**config.mk**
```make
export PLATFORM = sky130hd
export DESIGN_NAME = tao_alarm_top
export DESIGN_NICKNAME = d
export VERILOG_FILES = /design/src/shared/tao_pkg.sv /design/src/tao_chan_cmp.sv /design/src/tao_alarm_top.sv
export SDC_FILE = /design/constraint.sdc
export NUM_CORES = 1
export LEC_CHECK = 0
export BUFFER_PORTS_ARGS = -buffer_cell sky130_fd_sc_hd__buf_2
export CORE_MARGIN = 2
export CORE_UTILIZATION = 42
export DETAILED_ROUTE_END_ITERATION = 12
export GPL_ROUTABILITY_DRIVEN = 0
export PLACE_DENSITY = 0.61
export SKIP_CTS_REPAIR_TIMING = 1
export SLEW_MARGIN = 20
export SYNTH_ARGS = -nofsm -noshare
export SYNTH_HDL_FRONTEND = slang
export SYNTH_SLANG_ARGS = --single-unit
```
**constraint.sdc**
```tcl
create_clock -name mclk -period 3.8 [get_ports mclk]
set_input_delay 0.57 -clock mclk [delete_from_list [all_inputs] [get_ports mclk]]
set_output_delay 0.57 -clock mclk [all_outputs]
set_load 0.05 [all_outputs]
```
**src/shared/tao_pkg.sv**
```systemverilog
package tao_pkg;

  // ****************************************
  // Register map
  // ****************************************
  localparam logic [7:0] OFS_CTRL     = 8'h00;
  localparam logic [7:0] OFS_STATUS   = 8'h04;
  localparam logic [7:0] OFS_HYST     = 8'h08;
  localparam logic [7:0] OFS_OFFSET   = 8'h0C;
  localparam logic [7:0] OFS_LOC_HIGH = 8'h10;
  localparam logic [7:0] OFS_LOC_LOW  = 8'h14;
  localparam logic [7:0] OFS_REM_HIGH = 8'h18;
  localparam logic [7:0] OFS_REM_LOW  = 8'h1C;
  localparam logic [7:0] OFS_LOC_FAIL = 8'h20;
  localparam logic [7:0] OFS_REM_FAIL = 8'h24;
  localparam logic [7:0] OFS_LOC_VAL  = 8'h28;
  localparam logic [7:0] OFS_REM_VAL  = 8'h2C;
  localparam logic [7:0] OFS_PINS     = 8'h30;

  // ****************************************
  // Field layout
  // ****************************************
  localparam int unsigned CTRL_W        = 2;
  localparam int unsigned CTRL_MASK     = 0;
  localparam int unsigned CTRL_PINMODE  = 1;
  localparam int unsigned STATUS_W      = 5;
  localparam int unsigned ST_LOC_HIGH   = 0;
  localparam int unsigned ST_LOC_LOW    = 1;
  localparam int unsigned ST_OPEN       = 2;
  localparam int unsigned ST_REM_HIGH   = 3;
  localparam int unsigned ST_REM_LOW    = 4;
  localparam int unsigned PIN_FAIL_DRV  = 0;
  localparam int unsigned PIN_ALARM_DRV = 1;
  localparam int unsigned PIN_FAIL_LVL  = 2;
  localparam int unsigned PIN_ALARM_LVL = 3;
  localparam int unsigned PINS_W        = 4;
  localparam int unsigned SYNC_N        = 3;
  localparam int unsigned IN_OPEN       = 0;
  localparam int unsigned IN_FAIL       = 1;
  localparam int unsigned IN_ALARM      = 2;

  // ****************************************
  // Reset values
  // ****************************************
  localparam logic [CTRL_W-1:0]   RST_CTRL   = 2'h0;
  localparam logic [STATUS_W-1:0] RST_STATUS = 5'h00;
  localparam logic [7:0]          RST_HYST   = 8'h0A;
  localparam logic [7:0]          RST_OFFSET = 8'h00;
  localparam logic [7:0]          RST_HIGH   = 8'h7F;
  localparam logic [7:0]          RST_LOW    = 8'h00;
  localparam logic [7:0]          RST_FAIL   = 8'h55;
  localparam logic [7:0]          RST_VAL    = 8'h00;

  // ****************************************
  // Arithmetic limits
  // ****************************************
  localparam logic signed [9:0] TEMP_MAX = 10'h07F;
  localparam logic signed [9:0] TEMP_MIN = 10'h380;

  // ****************************************
  // Types
  // ****************************************
  typedef struct packed {
    logic [7:0] high;
    logic [7:0] low;
    logic [7:0] fail;
  } tao_limits_t;

  typedef struct packed {
    logic overHigh;
    logic atLow;
    logic failTrip;
    logic secTrip;
  } tao_cmp_t;

  typedef struct packed {
    logic        cyc;
    logic        stb;
    logic        we;
    logic [7:0]  adr;
    logic [3:0]  sel;
    logic [31:0] dat;
  } tao_wb_req_t;

  typedef enum logic [2:0] {
    ALERT_IDLE  = 3'b001,
    ALERT_ON    = 3'b010,
    ALERT_ACKED = 3'b100
  } tao_alert_t;

endpackage

```
**src/tao_chan_cmp.sv**
```systemverilog
`timescale 1ns/10ps
module tao_chan_cmp (
  input  wire logic [7:0]          value,
  input  wire tao_pkg::tao_limits_t limits,
  input  wire logic [7:0]          hyst,
  input  wire logic                failTripQ,
  input  wire logic                secTripQ,
  output tao_pkg::tao_cmp_t        result
);
  import tao_pkg::*;

  // ****************************************
  // Signed operands
  // ****************************************
  logic signed [9:0] val;
  logic signed [9:0] hi;
  logic signed [9:0] lo;
  logic signed [9:0] fs;
  logic signed [9:0] fsRel;
  logic signed [9:0] hiRel;

  assign val   = {{2{value[7]}}, value};
  assign hi    = {{2{limits.high[7]}}, limits.high};
  assign lo    = {{2{limits.low[7]}}, limits.low};
  assign fs    = {{2{limits.fail[7]}}, limits.fail};
  assign fsRel = fs - $signed({2'h0, hyst});
  assign hiRel = hi - $signed({2'h0, hyst});

  // ****************************************
  // Comparisons
  // ****************************************
  always_comb begin
    result.overHigh = (val > hi);
    result.atLow    = (val <= lo);
    if (val > fs) begin
      result.failTrip = 1'b1;
    end else if (val <= fsRel) begin
      result.failTrip = 1'b0;
    end else begin
      result.failTrip = failTripQ;
    end
    if (val > hi) begin
      result.secTrip = 1'b1;
    end else if (val <= hiRel) begin
      result.secTrip = 1'b0;
    end else begin
      result.secTrip = secTripQ;
    end
  end

endmodule

```
**src/tao_alarm_top.sv**
```systemverilog
// Implementation choices: the address map and the Wishbone interface to the registers.
`timescale 1ns/10ps
module tao_alarm_top #(
  parameter logic [6:0] DEV_ADDR = 7'h2A
) (
  input  wire logic                 mclk,
  input  wire logic                 nrst,
  input  wire tao_pkg::tao_wb_req_t wbReq,
  output logic                      wbAck,
  output logic [31:0]               wbDatO,
  input  wire logic [7:0]           locResult,
  input  wire logic                 locResultValid,
  input  wire logic [7:0]           remResult,
  input  wire logic                 remResultValid,
  input  wire logic                 convStart,
  input  wire logic                 openSense,
  input  wire logic                 araRead,
  output logic                      araHit,
  output logic [6:0]                araAddr,
  input  wire logic                 failsafeTripNIn,
  output logic                      failsafeTripNOut,
  output logic                      failsafeTripNOe,
  input  wire logic                 alarmPinNIn,
  output logic                      alarmPinNOut,
  output logic                      alarmPinNOe
);
  import tao_pkg::*;

  // ****************************************
  // Declarations
  // ****************************************
  logic                ack_q, ack_d;
  logic [31:0]         dat_q, dat_d;
  logic [CTRL_W-1:0]   ctrl_q, ctrl_d;
  logic [STATUS_W-1:0] status_q, status_d;
  logic [7:0]          hyst_q, hyst_d;
  logic [7:0]          offset_q, offset_d;
  tao_limits_t         locLim_q, locLim_d;
  tao_limits_t         remLim_q, remLim_d;
  logic [7:0]          locVal_q, locVal_d;
  logic [7:0]          remVal_q, remVal_d;
  logic                eval_q, eval_d;
  logic                openCond_q, openCond_d;
  logic                locFail_q, locFail_d;
  logic                remFail_q, remFail_d;
  logic                locSec_q, locSec_d;
  logic                remSec_q, remSec_d;
  tao_alert_t          alert_q, alert_d;
  logic                failOut_q, failOut_d;
  logic                failOe_q, failOe_d;
  logic                alarmOut_q, alarmOut_d;
  logic                alarmOe_q, alarmOe_d;
  logic                araHit_q, araHit_d;
  logic [6:0]          araAddr_q;
  logic [SYNC_N-1:0]   sync_q [SYNC_N];
  logic [SYNC_N-1:0]   sync_d [SYNC_N];
  logic [SYNC_N-1:0]   filt_q, filt_d;
  logic                req;
  logic                wrEn;
  logic                limWrite;
  logic                setEvent;
  logic                cond;
  logic                alertActive;
  tao_cmp_t            locCmp;
  tao_cmp_t            remCmp;
  logic [2:0]          inPins;

  localparam logic [SYNC_N-1:0] FILT_RST = ~(SYNC_N'(1) << IN_OPEN);

  // ****************************************
  // Offset add with saturation
  // ****************************************
  function automatic logic [7:0] satAdd(input logic [7:0] raw, input logic [7:0] ofs);
    logic signed [9:0] sum;
    sum = $signed({{2{raw[7]}}, raw}) + $signed({{2{ofs[7]}}, ofs});
    if (sum > TEMP_MAX) begin
      satAdd = TEMP_MAX[7:0];
    end else if (sum < TEMP_MIN) begin
      satAdd = TEMP_MIN[7:0];
    end else begin
      satAdd = sum[7:0];
    end
  endfunction

  // ****************************************
  // Channel comparators
  // ****************************************
  tao_chan_cmp uLocCmp (
    .value     (locVal_q),
    .limits    (locLim_q),
    .hyst      (hyst_q),
    .failTripQ (locFail_q),
    .secTripQ  (locSec_q),
    .result    (locCmp)
  );

  tao_chan_cmp uRemCmp (
    .value     (remVal_q),
    .limits    (remLim_q),
    .hyst      (hyst_q),
    .failTripQ (remFail_q),
    .secTripQ  (remSec_q),
    .result    (remCmp)
  );

  // ****************************************
  // Pin input synchronisers
  // ****************************************
  assign inPins = {alarmPinNIn, failsafeTripNIn, openSense};

  always_comb begin
    for (int i = 0; i < SYNC_N; i++) begin
      sync_d[i] = {sync_q[i][SYNC_N-2:0], inPins[i]};
      filt_d[i] = (sync_q[i][1] == sync_q[i][2]) ? sync_q[i][2] : filt_q[i];
    end
  end

  always_ff @(posedge mclk) begin
    if (!nrst) begin
      for (int i = 0; i < SYNC_N; i++) begin
        sync_q[i] <= {SYNC_N{FILT_RST[i]}};
      end
      filt_q <= FILT_RST;
    end else begin
      sync_q <= sync_d;
      filt_q <= filt_d;
    end
  end

  // ****************************************
  // Wishbone slave and registers
  // ****************************************
  assign req      = wbReq.cyc & wbReq.stb;
  assign wrEn     = req & wbReq.we & ack_q & wbReq.sel[0];
  assign limWrite = wrEn & ((wbReq.adr == OFS_LOC_HIGH) | (wbReq.adr == OFS_LOC_LOW) |
                            (wbReq.adr == OFS_REM_HIGH) | (wbReq.adr == OFS_REM_LOW) |
                            (wbReq.adr == OFS_LOC_FAIL) | (wbReq.adr == OFS_REM_FAIL) |
                            (wbReq.adr == OFS_HYST));

  always_comb begin
    ack_d    = req & ~ack_q;
    dat_d    = dat_q;
    ctrl_d   = ctrl_q;
    hyst_d   = hyst_q;
    offset_d = offset_q;
    locLim_d = locLim_q;
    remLim_d = remLim_q;
    locVal_d = locVal_q;
    remVal_d = remVal_q;
    if (wrEn) begin
      case (wbReq.adr)
        OFS_CTRL:     ctrl_d        = wbReq.dat[CTRL_W-1:0];
        OFS_HYST:     hyst_d        = wbReq.dat[7:0];
        OFS_OFFSET:   offset_d      = wbReq.dat[7:0];
        OFS_LOC_HIGH: locLim_d.high = wbReq.dat[7:0];
        OFS_LOC_LOW:  locLim_d.low  = wbReq.dat[7:0];
        OFS_REM_HIGH: remLim_d.high = wbReq.dat[7:0];
        OFS_REM_LOW:  remLim_d.low  = wbReq.dat[7:0];
        OFS_LOC_FAIL: locLim_d.fail = wbReq.dat[7:0];
        OFS_REM_FAIL: remLim_d.fail = wbReq.dat[7:0];
        default:      ;
      endcase
    end
    if (locResultValid) begin
      locVal_d = satAdd(locResult, offset_q);
    end
    if (remResultValid) begin
      remVal_d = satAdd(remResult, offset_q);
    end
    if (ack_d) begin
      case (wbReq.adr)
        OFS_CTRL:     dat_d = {30'h0, ctrl_q};
        OFS_STATUS:   dat_d = {27'h0, status_q};
        OFS_HYST:     dat_d = {24'h0, hyst_q};
        OFS_OFFSET:   dat_d = {24'h0, offset_q};
        OFS_LOC_HIGH: dat_d = {24'h0, locLim_q.high};
        OFS_LOC_LOW:  dat_d = {24'h0, locLim_q.low};
        OFS_REM_HIGH: dat_d = {24'h0, remLim_q.high};
        OFS_REM_LOW:  dat_d = {24'h0, remLim_q.low};
        OFS_LOC_FAIL: dat_d = {24'h0, locLim_q.fail};
        OFS_REM_FAIL: dat_d = {24'h0, remLim_q.fail};
        OFS_LOC_VAL:  dat_d = {24'h0, locVal_q};
        OFS_REM_VAL:  dat_d = {24'h0, remVal_q};
        OFS_PINS:     dat_d = {28'h0, filt_q[IN_ALARM], filt_q[IN_FAIL], alarmOe_q, failOe_q};
        default:      dat_d = 32'h0000_0000;
      endcase
    end
  end

  always_ff @(posedge mclk) begin
    if (!nrst) begin
      ack_q    <= 1'b0;
      dat_q    <= 32'h0000_0000;
      ctrl_q   <= RST_CTRL;
      hyst_q   <= RST_HYST;
      offset_q <= RST_OFFSET;
      locLim_q <= '{high: RST_HIGH, low: RST_LOW, fail: RST_FAIL};
      remLim_q <= '{high: RST_HIGH, low: RST_LOW, fail: RST_FAIL};
      locVal_q <= RST_VAL;
      remVal_q <= RST_VAL;
    end else begin
      ack_q    <= ack_d;
      dat_q    <= dat_d;
      ctrl_q   <= ctrl_d;
      hyst_q   <= hyst_d;
      offset_q <= offset_d;
      locLim_q <= locLim_d;
      remLim_q <= remLim_d;
      locVal_q <= locVal_d;
      remVal_q <= remVal_d;
    end
  end

  // ****************************************
  // Evaluation, status and trip state
  // ****************************************
  assign cond     = locCmp.overHigh | locCmp.atLow | remCmp.overHigh | remCmp.atLow | openCond_q;
  assign setEvent = (eval_q & (locCmp.overHigh | locCmp.atLow | remCmp.overHigh | remCmp.atLow)) |
                    (convStart & filt_q[IN_OPEN]);

  always_comb begin
    eval_d     = locResultValid | remResultValid | limWrite;
    openCond_d = convStart ? filt_q[IN_OPEN] : openCond_q;
    status_d   = status_q;
    if (wrEn && (wbReq.adr == OFS_STATUS)) begin
      status_d = status_q & ~wbReq.dat[STATUS_W-1:0];
    end
    if (eval_q) begin
      status_d[ST_LOC_HIGH] = status_d[ST_LOC_HIGH] | locCmp.overHigh;
      status_d[ST_LOC_LOW]  = status_d[ST_LOC_LOW] | locCmp.atLow;
      status_d[ST_REM_HIGH] = status_d[ST_REM_HIGH] | remCmp.overHigh;
      status_d[ST_REM_LOW]  = status_d[ST_REM_LOW] | remCmp.atLow;
    end
    if (convStart && filt_q[IN_OPEN]) begin
      status_d[ST_OPEN] = 1'b1;
    end
    locFail_d = eval_q ? locCmp.failTrip : locFail_q;
    remFail_d = eval_q ? remCmp.failTrip : remFail_q;
    locSec_d  = eval_q ? locCmp.secTrip : locSec_q;
    remSec_d  = eval_q ? remCmp.secTrip : remSec_q;
  end

  always_ff @(posedge mclk) begin
    if (!nrst) begin
      eval_q     <= 1'b0;
      openCond_q <= 1'b0;
      status_q   <= RST_STATUS;
      locFail_q  <= 1'b0;
      remFail_q  <= 1'b0;
      locSec_q   <= 1'b0;
      remSec_q   <= 1'b0;
    end else begin
      eval_q     <= eval_d;
      openCond_q <= openCond_d;
      status_q   <= status_d;
      locFail_q  <= locFail_d;
      remFail_q  <= remFail_d;
      locSec_q   <= locSec_d;
      remSec_q   <= remSec_d;
    end
  end

  // ****************************************
  // Alert state machine
  // ****************************************
  assign alertActive = (alert_q != ALERT_IDLE) & ~ctrl_q[CTRL_MASK] & ~ctrl_q[CTRL_PINMODE];

  always_comb begin
    alert_d = alert_q;
    case (alert_q)
      ALERT_IDLE: begin
        if (setEvent) begin
          alert_d = ALERT_ON;
        end
      end
      ALERT_ON: begin
        if (araRead && alertActive) begin
          alert_d = ALERT_ACKED;
        end
      end
      ALERT_ACKED: begin
        if (setEvent) begin
          alert_d = ALERT_ON;
        end else if ((status_d == RST_STATUS) && !cond) begin
          alert_d = ALERT_IDLE;
        end
      end
      default: alert_d = ALERT_IDLE;
    endcase
  end

  always_ff @(posedge mclk) begin
    if (!nrst) begin
      alert_q <= ALERT_IDLE;
    end else begin
      alert_q <= alert_d;
    end
  end

  // ****************************************
  // Output drivers
  // ****************************************
  always_comb begin
    failOe_d  = locFail_q | remFail_q;
    failOut_d = ~failOe_d;
    if (ctrl_q[CTRL_PINMODE]) begin
      alarmOe_d = locSec_q | remSec_q;
    end else begin
      alarmOe_d = alertActive;
    end
    alarmOut_d = ~alarmOe_d;
    araHit_d   = alertActive;
  end

  always_ff @(posedge mclk) begin
    if (!nrst) begin
      failOut_q  <= 1'b1;
      failOe_q   <= 1'b0;
      alarmOut_q <= 1'b1;
      alarmOe_q  <= 1'b0;
      araHit_q   <= 1'b0;
      araAddr_q  <= 7'h00;
    end else begin
      failOut_q  <= failOut_d;
      failOe_q   <= failOe_d;
      alarmOut_q <= alarmOut_d;
      alarmOe_q  <= alarmOe_d;
      araHit_q   <= araHit_d;
      araAddr_q  <= DEV_ADDR;
    end
  end

  assign wbAck            = ack_q;
  assign wbDatO           = dat_q;
  assign araHit           = araHit_q;
  assign araAddr          = araAddr_q;
  assign failsafeTripNOut = failOut_q;
  assign failsafeTripNOe  = failOe_q;
  assign alarmPinNOut     = alarmOut_q;
  assign alarmPinNOe      = alarmOe_q;

endmodule

```
==> results of run 1 <==
==> logic make-up after synthesis <==
family / Yosys count / synth area share, %
compound gates: 309 / 20.9
xor+xnor: 36 / 3.37
fa+ha+maj: 158 / 21.3
buf+inv: 187 / 8.88
flops: 123 / 26.3
other cells: 1 / 0.0401
simple gates: 368 / 19.2
==> power by group <==
part	internal [uW]	total [uW]	switching, uW	leakage (uW)
Clock	866	1530	665	0.000263
Combinational	149	450	301	0.00327
Sequential	1320	1380	59.5	0.00100
==> worst paths after layout <==
check,start,endpoint,slack (ps),depth (start not counted)
worst min-delay path,failsafeTripNIn,sync_d[4]$_SDFF_PN1_,320,2
worst min register to register,sync_d[4]$_SDFF_PN1_,sync_d[5]$_SDFF_PN1_,410,1
worst max register to register,hyst_q[0]$_SDFFE_PN0P_,remFail_q$_SDFFE_PN0P_,520,14
worst max-delay path,hyst_q[0]$_SDFFE_PN0P_,remFail_q$_SDFFE_PN0P_,520,14
==> sequential cells by signal, indices dropped and copies added (netlist names), 2 cells and up <==
register,count
alert_q,3
ctrl_q,2
filt_q,3
hyst_q,8
locLim_q,24
locVal_q,8
offset_q,8
remLim_q,24
remVal_q,8
status_q,5
sync_d,6
sync_q,3
wbDatO,8
==> critical path, stage by stage, from the launching register on <==
cell and delay (ps):
dfxtp_1 550, ha_1 270, fa_1 230, nor2b_1 50, o21ai_0 240, a21oi_1 130, o21ai_0 170, nand2b_1 110
a31oi_1 210, xnor2_1 90, ha_1 300, nand2_1 80, or4_1 500, o2111ai_1 90, o22ai_1 100
==> routing by layer <==
layer	up-vias	GRT usage (%)	share of wire [%]
met5	-	0	0
met4	0	9.13	3.3
met3	56	4.56	8.0
met2	332	40.0	46
met1	4024	32.5	43
li1	4252	-	-
==> placed cells by master (no fill, tap or decap), types with 6 or more instances in the layout <==
master / count
dfxtp_1: 123
a21oi_1: 104
o211ai_1: 11
maj3_1: 12
fa_1: 6
nor3_1: 11
a31oi_1: 8
nor2b_1: 18
a21o_1: 13
clkbuf_16: 17
xor2_1: 11
buf_4: 14
o21ai_0: 62
a22oi_1: 33
nand3_1: 100
a221oi_1: 8
o21a_1: 14
ha_1: 140
a211oi_1: 6
conb_1: 28
and2_1: 6
inv_1: 112
nand4_1: 13
nand2_1: 124
nor2_1: 46
nand2b_1: 20
inv_6: 8
xnor2_1: 25
buf_2: 61
==> per-stage QoR <==
step	setup WS, ps	hold slack, ps	area (um2)
3_5_place_dp	591	396	9820
5_1_grt	333	321	10400
4_1_cts	546	315	10400
3_3_place_gp	633	389	9820
6_report	518	324	10400
2_1_floorplan	823	386	9460
==> final cells by class <==
cell class / instances / area [um2]
clock buffer: 19 / 443
clock inverter: 13 / 106
fill: 2137 / 11500
inverter: 113 / 424
multi-input combinational: 899 / 6180
sequential: 123 / 2460
tap: 280 / 350
timing repair buffer: 75 / 410
==> results.yml, run 1 <==
floorplanning:
  start_util_pct: 42.9
  ios: 117
  fp.dieArea_mm2: 0.0235
  core.rowCount: 54
  core_mm2: 0.0218
  die_h_um: 153
  die_w_um: 153
clocking:
  cts_tree: "built"
  cts_made_buffers: 17
  clkTransAtPathRegs_ps: 60
  clk_latency_ps: 430
  cts_max_path_buffers: 2
  ctsRootBufferMaster: "clkbuf_16"
  ctsHtreeMaxLevel: 4
  clkSinkCount: 123
run:
  cap_violations: 0
sta:
  min_period_ps: 3280
  finClkSkew_ps: 13.7
  period_share_pct: 86.4
  rsz0062_at_grt: "false"
  setup_viol: 0
  max_slew_margin_pct: 33.9
  setup_tns_ps: 0
  hold_viol: 0
  worstMarginPinSlew_ps: 985
  slew_viol_final: 0
  max_freq_ghz: 0.305
worst_setup_path:
  cp.required_ps: 4080
  cp-start-kind: "flip-flop"
  endpoint_kind: "flip-flop"
  critical_path_class: "flip-flop to flip-flop"
  crit_fanout: 6
  cp.arrival_ps: 3560
yosys:
  seq_area_frac_synth_pct: 26.3
  yosys.cell_count.top_type: "ha_1"
  syn_inst: 1182
  yosys_warnings: 0
  synth_edf_count: 0
  synth_area_leaders: "dfxtp_1, ha_1, a21oi_1"
  synthArstFlopShare_pct: 0
  yosysTopAreaCellShare_pct: 26.3
  postSynthAreaPerCell_um2: 7.92
  synthTopCellsByCount: "ha_1, nand2_1, dfxtp_1, inv_1, a21oi_1"
  ys_seq_elements: 123
  yosysUniqueCellTypes: 66
  syn_area_mm2: 0.00936
  synth_ff_type: "dfxtp_1"
  synth_area_leader_cell: "dfxtp_1"
detailed_routing:
  drc_errors: 0
  firstDrtPassIters: 6
  drtAntennaViolNets: 0
  num_vias: 8664
  wl_per_cell_um: 19.0
  routed_wl_um: 29000
  drtIter0Drc: 735
  routed_via_density: 5.69
cells_and_area:
  final_util_pct: 47.5
  final_net_count: 1447
  diodes: 0
  drive_gt1_share_pct: 9.82
  fin_cells: 1522
  syn2layout_area_growth_pct: 10.8
grt:
  grt_start_max_net_pins: 64
  grt_pass1_vias: 8132
  track_usage_pct: 24.6
  grt_overflow_total: 0
  grt_pass1_wl_um: 45000
  antenna_found_initial: 0
place:
  dp.cells: 1490
  port_buffers: 61
  hpwl_um: 21700
pwr:
  powerDensity_mw_per_mm2: 324
  total_power_uw: 3360
  peakVddDrop_v: 0.000315
  power.leakage_uw: 0.00454
hold_path:
  hold_class: "input port to flip-flop"
run_status:
  outcome: "finished clean"
(Power assumes the default switching activity.)
==> run 2: changes to the inputs <==
Settings changed: CAP_MARGIN set to 15, PLACE_DENSITY 0.61 to 0.63.
Clock period 3.8 ns to 2.8 ns, I/O delays scaled along.
==> run 2 against run 1 <==
Effect of this change:
- the flow now finishes with violations (negative setup slack)
- count of clock-buffer cells in the layout decreased by 1
- cell area grew 7.8%
- combinational power increased by 54%
- non-clock buffer count is 87 higher
- routed wire length increased by 3.0%
- register-to-register slack got worse by 590 ps
- fmax rose by 14%
- total power increased by 41%
- final cell count grew 5.7%
==> results.yml, run 2 (synthesis results as in run 1) <==
run_status:
  outcome: "finished with violations"
  violations: "negative setup slack"
cells_and_area:
  final_net_count: 1534
  reg_top3: "locLim_q (24), remLim_q (24)"
  layout_commonest_cell: "ha_1"
  drive_gt1_share_pct: 17.7
  diodes: 0
  syn2layout_area_growth_pct: 19.4
  layout_common_cells: "ha_1, nand2_1, dfxtp_1, inv_1"
  fin_cells: 1609
  finalInstanceArea_mm2: 0.0112
  final_util_pct: 51.2
grt:
  grt_overflow_total: 0
  antenna_found_initial: 0
  grt_start_max_net_pins: 64
  grt_pass1_vias: 8405
  grt_pass1_wl_um: 45800
  track_usage_pct: 24.9
clocking:
  cts_max_path_buffers: 2
  cts_made_buffers: 17
  clkTransAtPathRegs_ps: 60
  cts_tree: "built"
  clk_latency_ps: 420
  clkSinkCount: 123
  ctsHtreeMaxLevel: 4
  ctsRootBufferMaster: "clkbuf_16"
pwr:
  peakVddDrop_v: 0.000391
  powerDensity_mw_per_mm2: 425
  power.leakage_uw: 0.00498
detailed_routing:
  wl_per_cell_um: 18.6
  routed_wl_um: 29900
  routed_via_density: 5.67
  dr.max_layer_used: "met4"
  firstDrtPassIters: 5
  num_vias: 9119
  wl_met2_um: 13800
  drtAntennaViolNets: 0
  dr_wl_met3_um: 1950
  met1_length_um: 13100
  drtIter0Drc: 787
  drc_errors: 0
place:
  dp.cells: 1573
  port_buffers: 61
  dpl_cell_area_mm2: 0.0105
  hpwl_um: 22600
sta:
  min_period_ps: 2880
  max_slew_margin_pct: 49.7
  max_freq_ghz: 0.348
  period_share_pct: 103
  setup_viol: 4
  setup_tns_ps: -176
  slew_viol_final: 0
  finalWorstSetupSlack_ps: -76.5
  hold_viol: 0
  worstMarginPinSlew_ps: 755
  rsz0062_at_grt: "true"
  finClkSkew_ps: 10.0
run:
  cap_violations: 0
worst_setup_path:
  crit_fanout: 5
  endpoint_kind: "flip-flop"
  cp.arrival_ps: 3150
  critical_path_class: "flip-flop to flip-flop"
  cp-start-kind: "flip-flop"
  cp.required_ps: 3080
  cp_num_cells: 14
  reg2reg_slack_ps: -80
  path_cells: "ha_4 -> fa_2 -> nor2b_1 -> o21ai_1 -> a21oi_1 -> o21ai_1 -> nand2b_1 -> a31oi_1 -> xnor2_1 -> ha_1 -> nand2_2 -> or4_1 -> o2111ai_1 -> o22ai_1"
  crit_family: "adder cells"
  crit_buf_inv: 0
  critPathMaxStageDelay_ps: 460
  r2r_cells: 14
  cp_common_cell: "o21ai_1"
  cp_slowest_cell: "or4_1"
floorplanning:
  ios: 117
  start_util_pct: 42.9
  fp.dieArea_mm2: 0.0235
  die_w_um: 153
  core_mm2: 0.0218
  core.rowCount: 54
  die_h_um: 153
hold_path:
  hold_depth: 2
  hold_class: "input port to flip-flop"
-- run 2: changes by cell type in the layout (fill, tap and decap cells not counted), sizes merged --
cell and delta:
bufinv +2, clkinv -1, buf +87, clkinvlp +1, clkbuf -1, inv -1
-- run 2: cell type report --
class | count | area, um2
clock buffer | 18 | 429
fill | 2130 | 10600
timing repair buffer | 162 | 1080
multi-input combinational | 899 | 6270
clock inverter | 14 | 156
sequential | 123 | 2470
tap | 280 | 350
inverter | 113 | 424
-- run 2: layer usage --
| metal | up-vias | global-route usage [%] |
|---|---|---|
| li1 | 4419 | - |
| met1 | 4339 | 33.2 |
| met2 | 308 | 40.7 |
| met3 | 53 | 3.54 |
| met4 | 0 | 9.30 |
| met5 | - | 0 |
-- run 2: stage by stage --
step | hold slack [ps] | total power, uW | worst slack [ps]
floorplan | 386 | 2350 | 2.00
global placement | 398 | 2530 | -245
detailed placement | 395 | 2550 | -278
CTS | 163 | 4760 | -301
global route | 168 | 4920 | -261
finish | 170 | 4760 | -76.5
-- run 2: final timing paths --
kind / endpoint / from
max reg2reg: remFail_q$_SDFFE_PN0P_ / hyst_q[0]$_SDFFE_PN0P_
min reg2reg: sync_d[2]$_SDFF_PN1_ / sync_d[1]$_SDFF_PN1_
max: remFail_q$_SDFFE_PN0P_ / hyst_q[0]$_SDFFE_PN0P_
min: sync_d[4]$_SDFF_PN1_ / failsafeTripNIn
-- run 2: worst register-to-register path, stage by stage (launching register included) --
cell and delay, ps:
dfxtp_4 380, ha_4 170, fa_2 360, nor2b_1 120, o21ai_1 90, a21oi_1 180
o21ai_1 90, nand2b_1 90, a31oi_1 100, xnor2_1 140, ha_1 310, nand2_2 60
or4_1 460, o2111ai_1 80, o22ai_1 100
-- run 2: report_power, final --
part | switching (uW) | internal [uW]
sequential | 47.9 | 1790
combinational | 455 | 236
clock | 898 | 1330
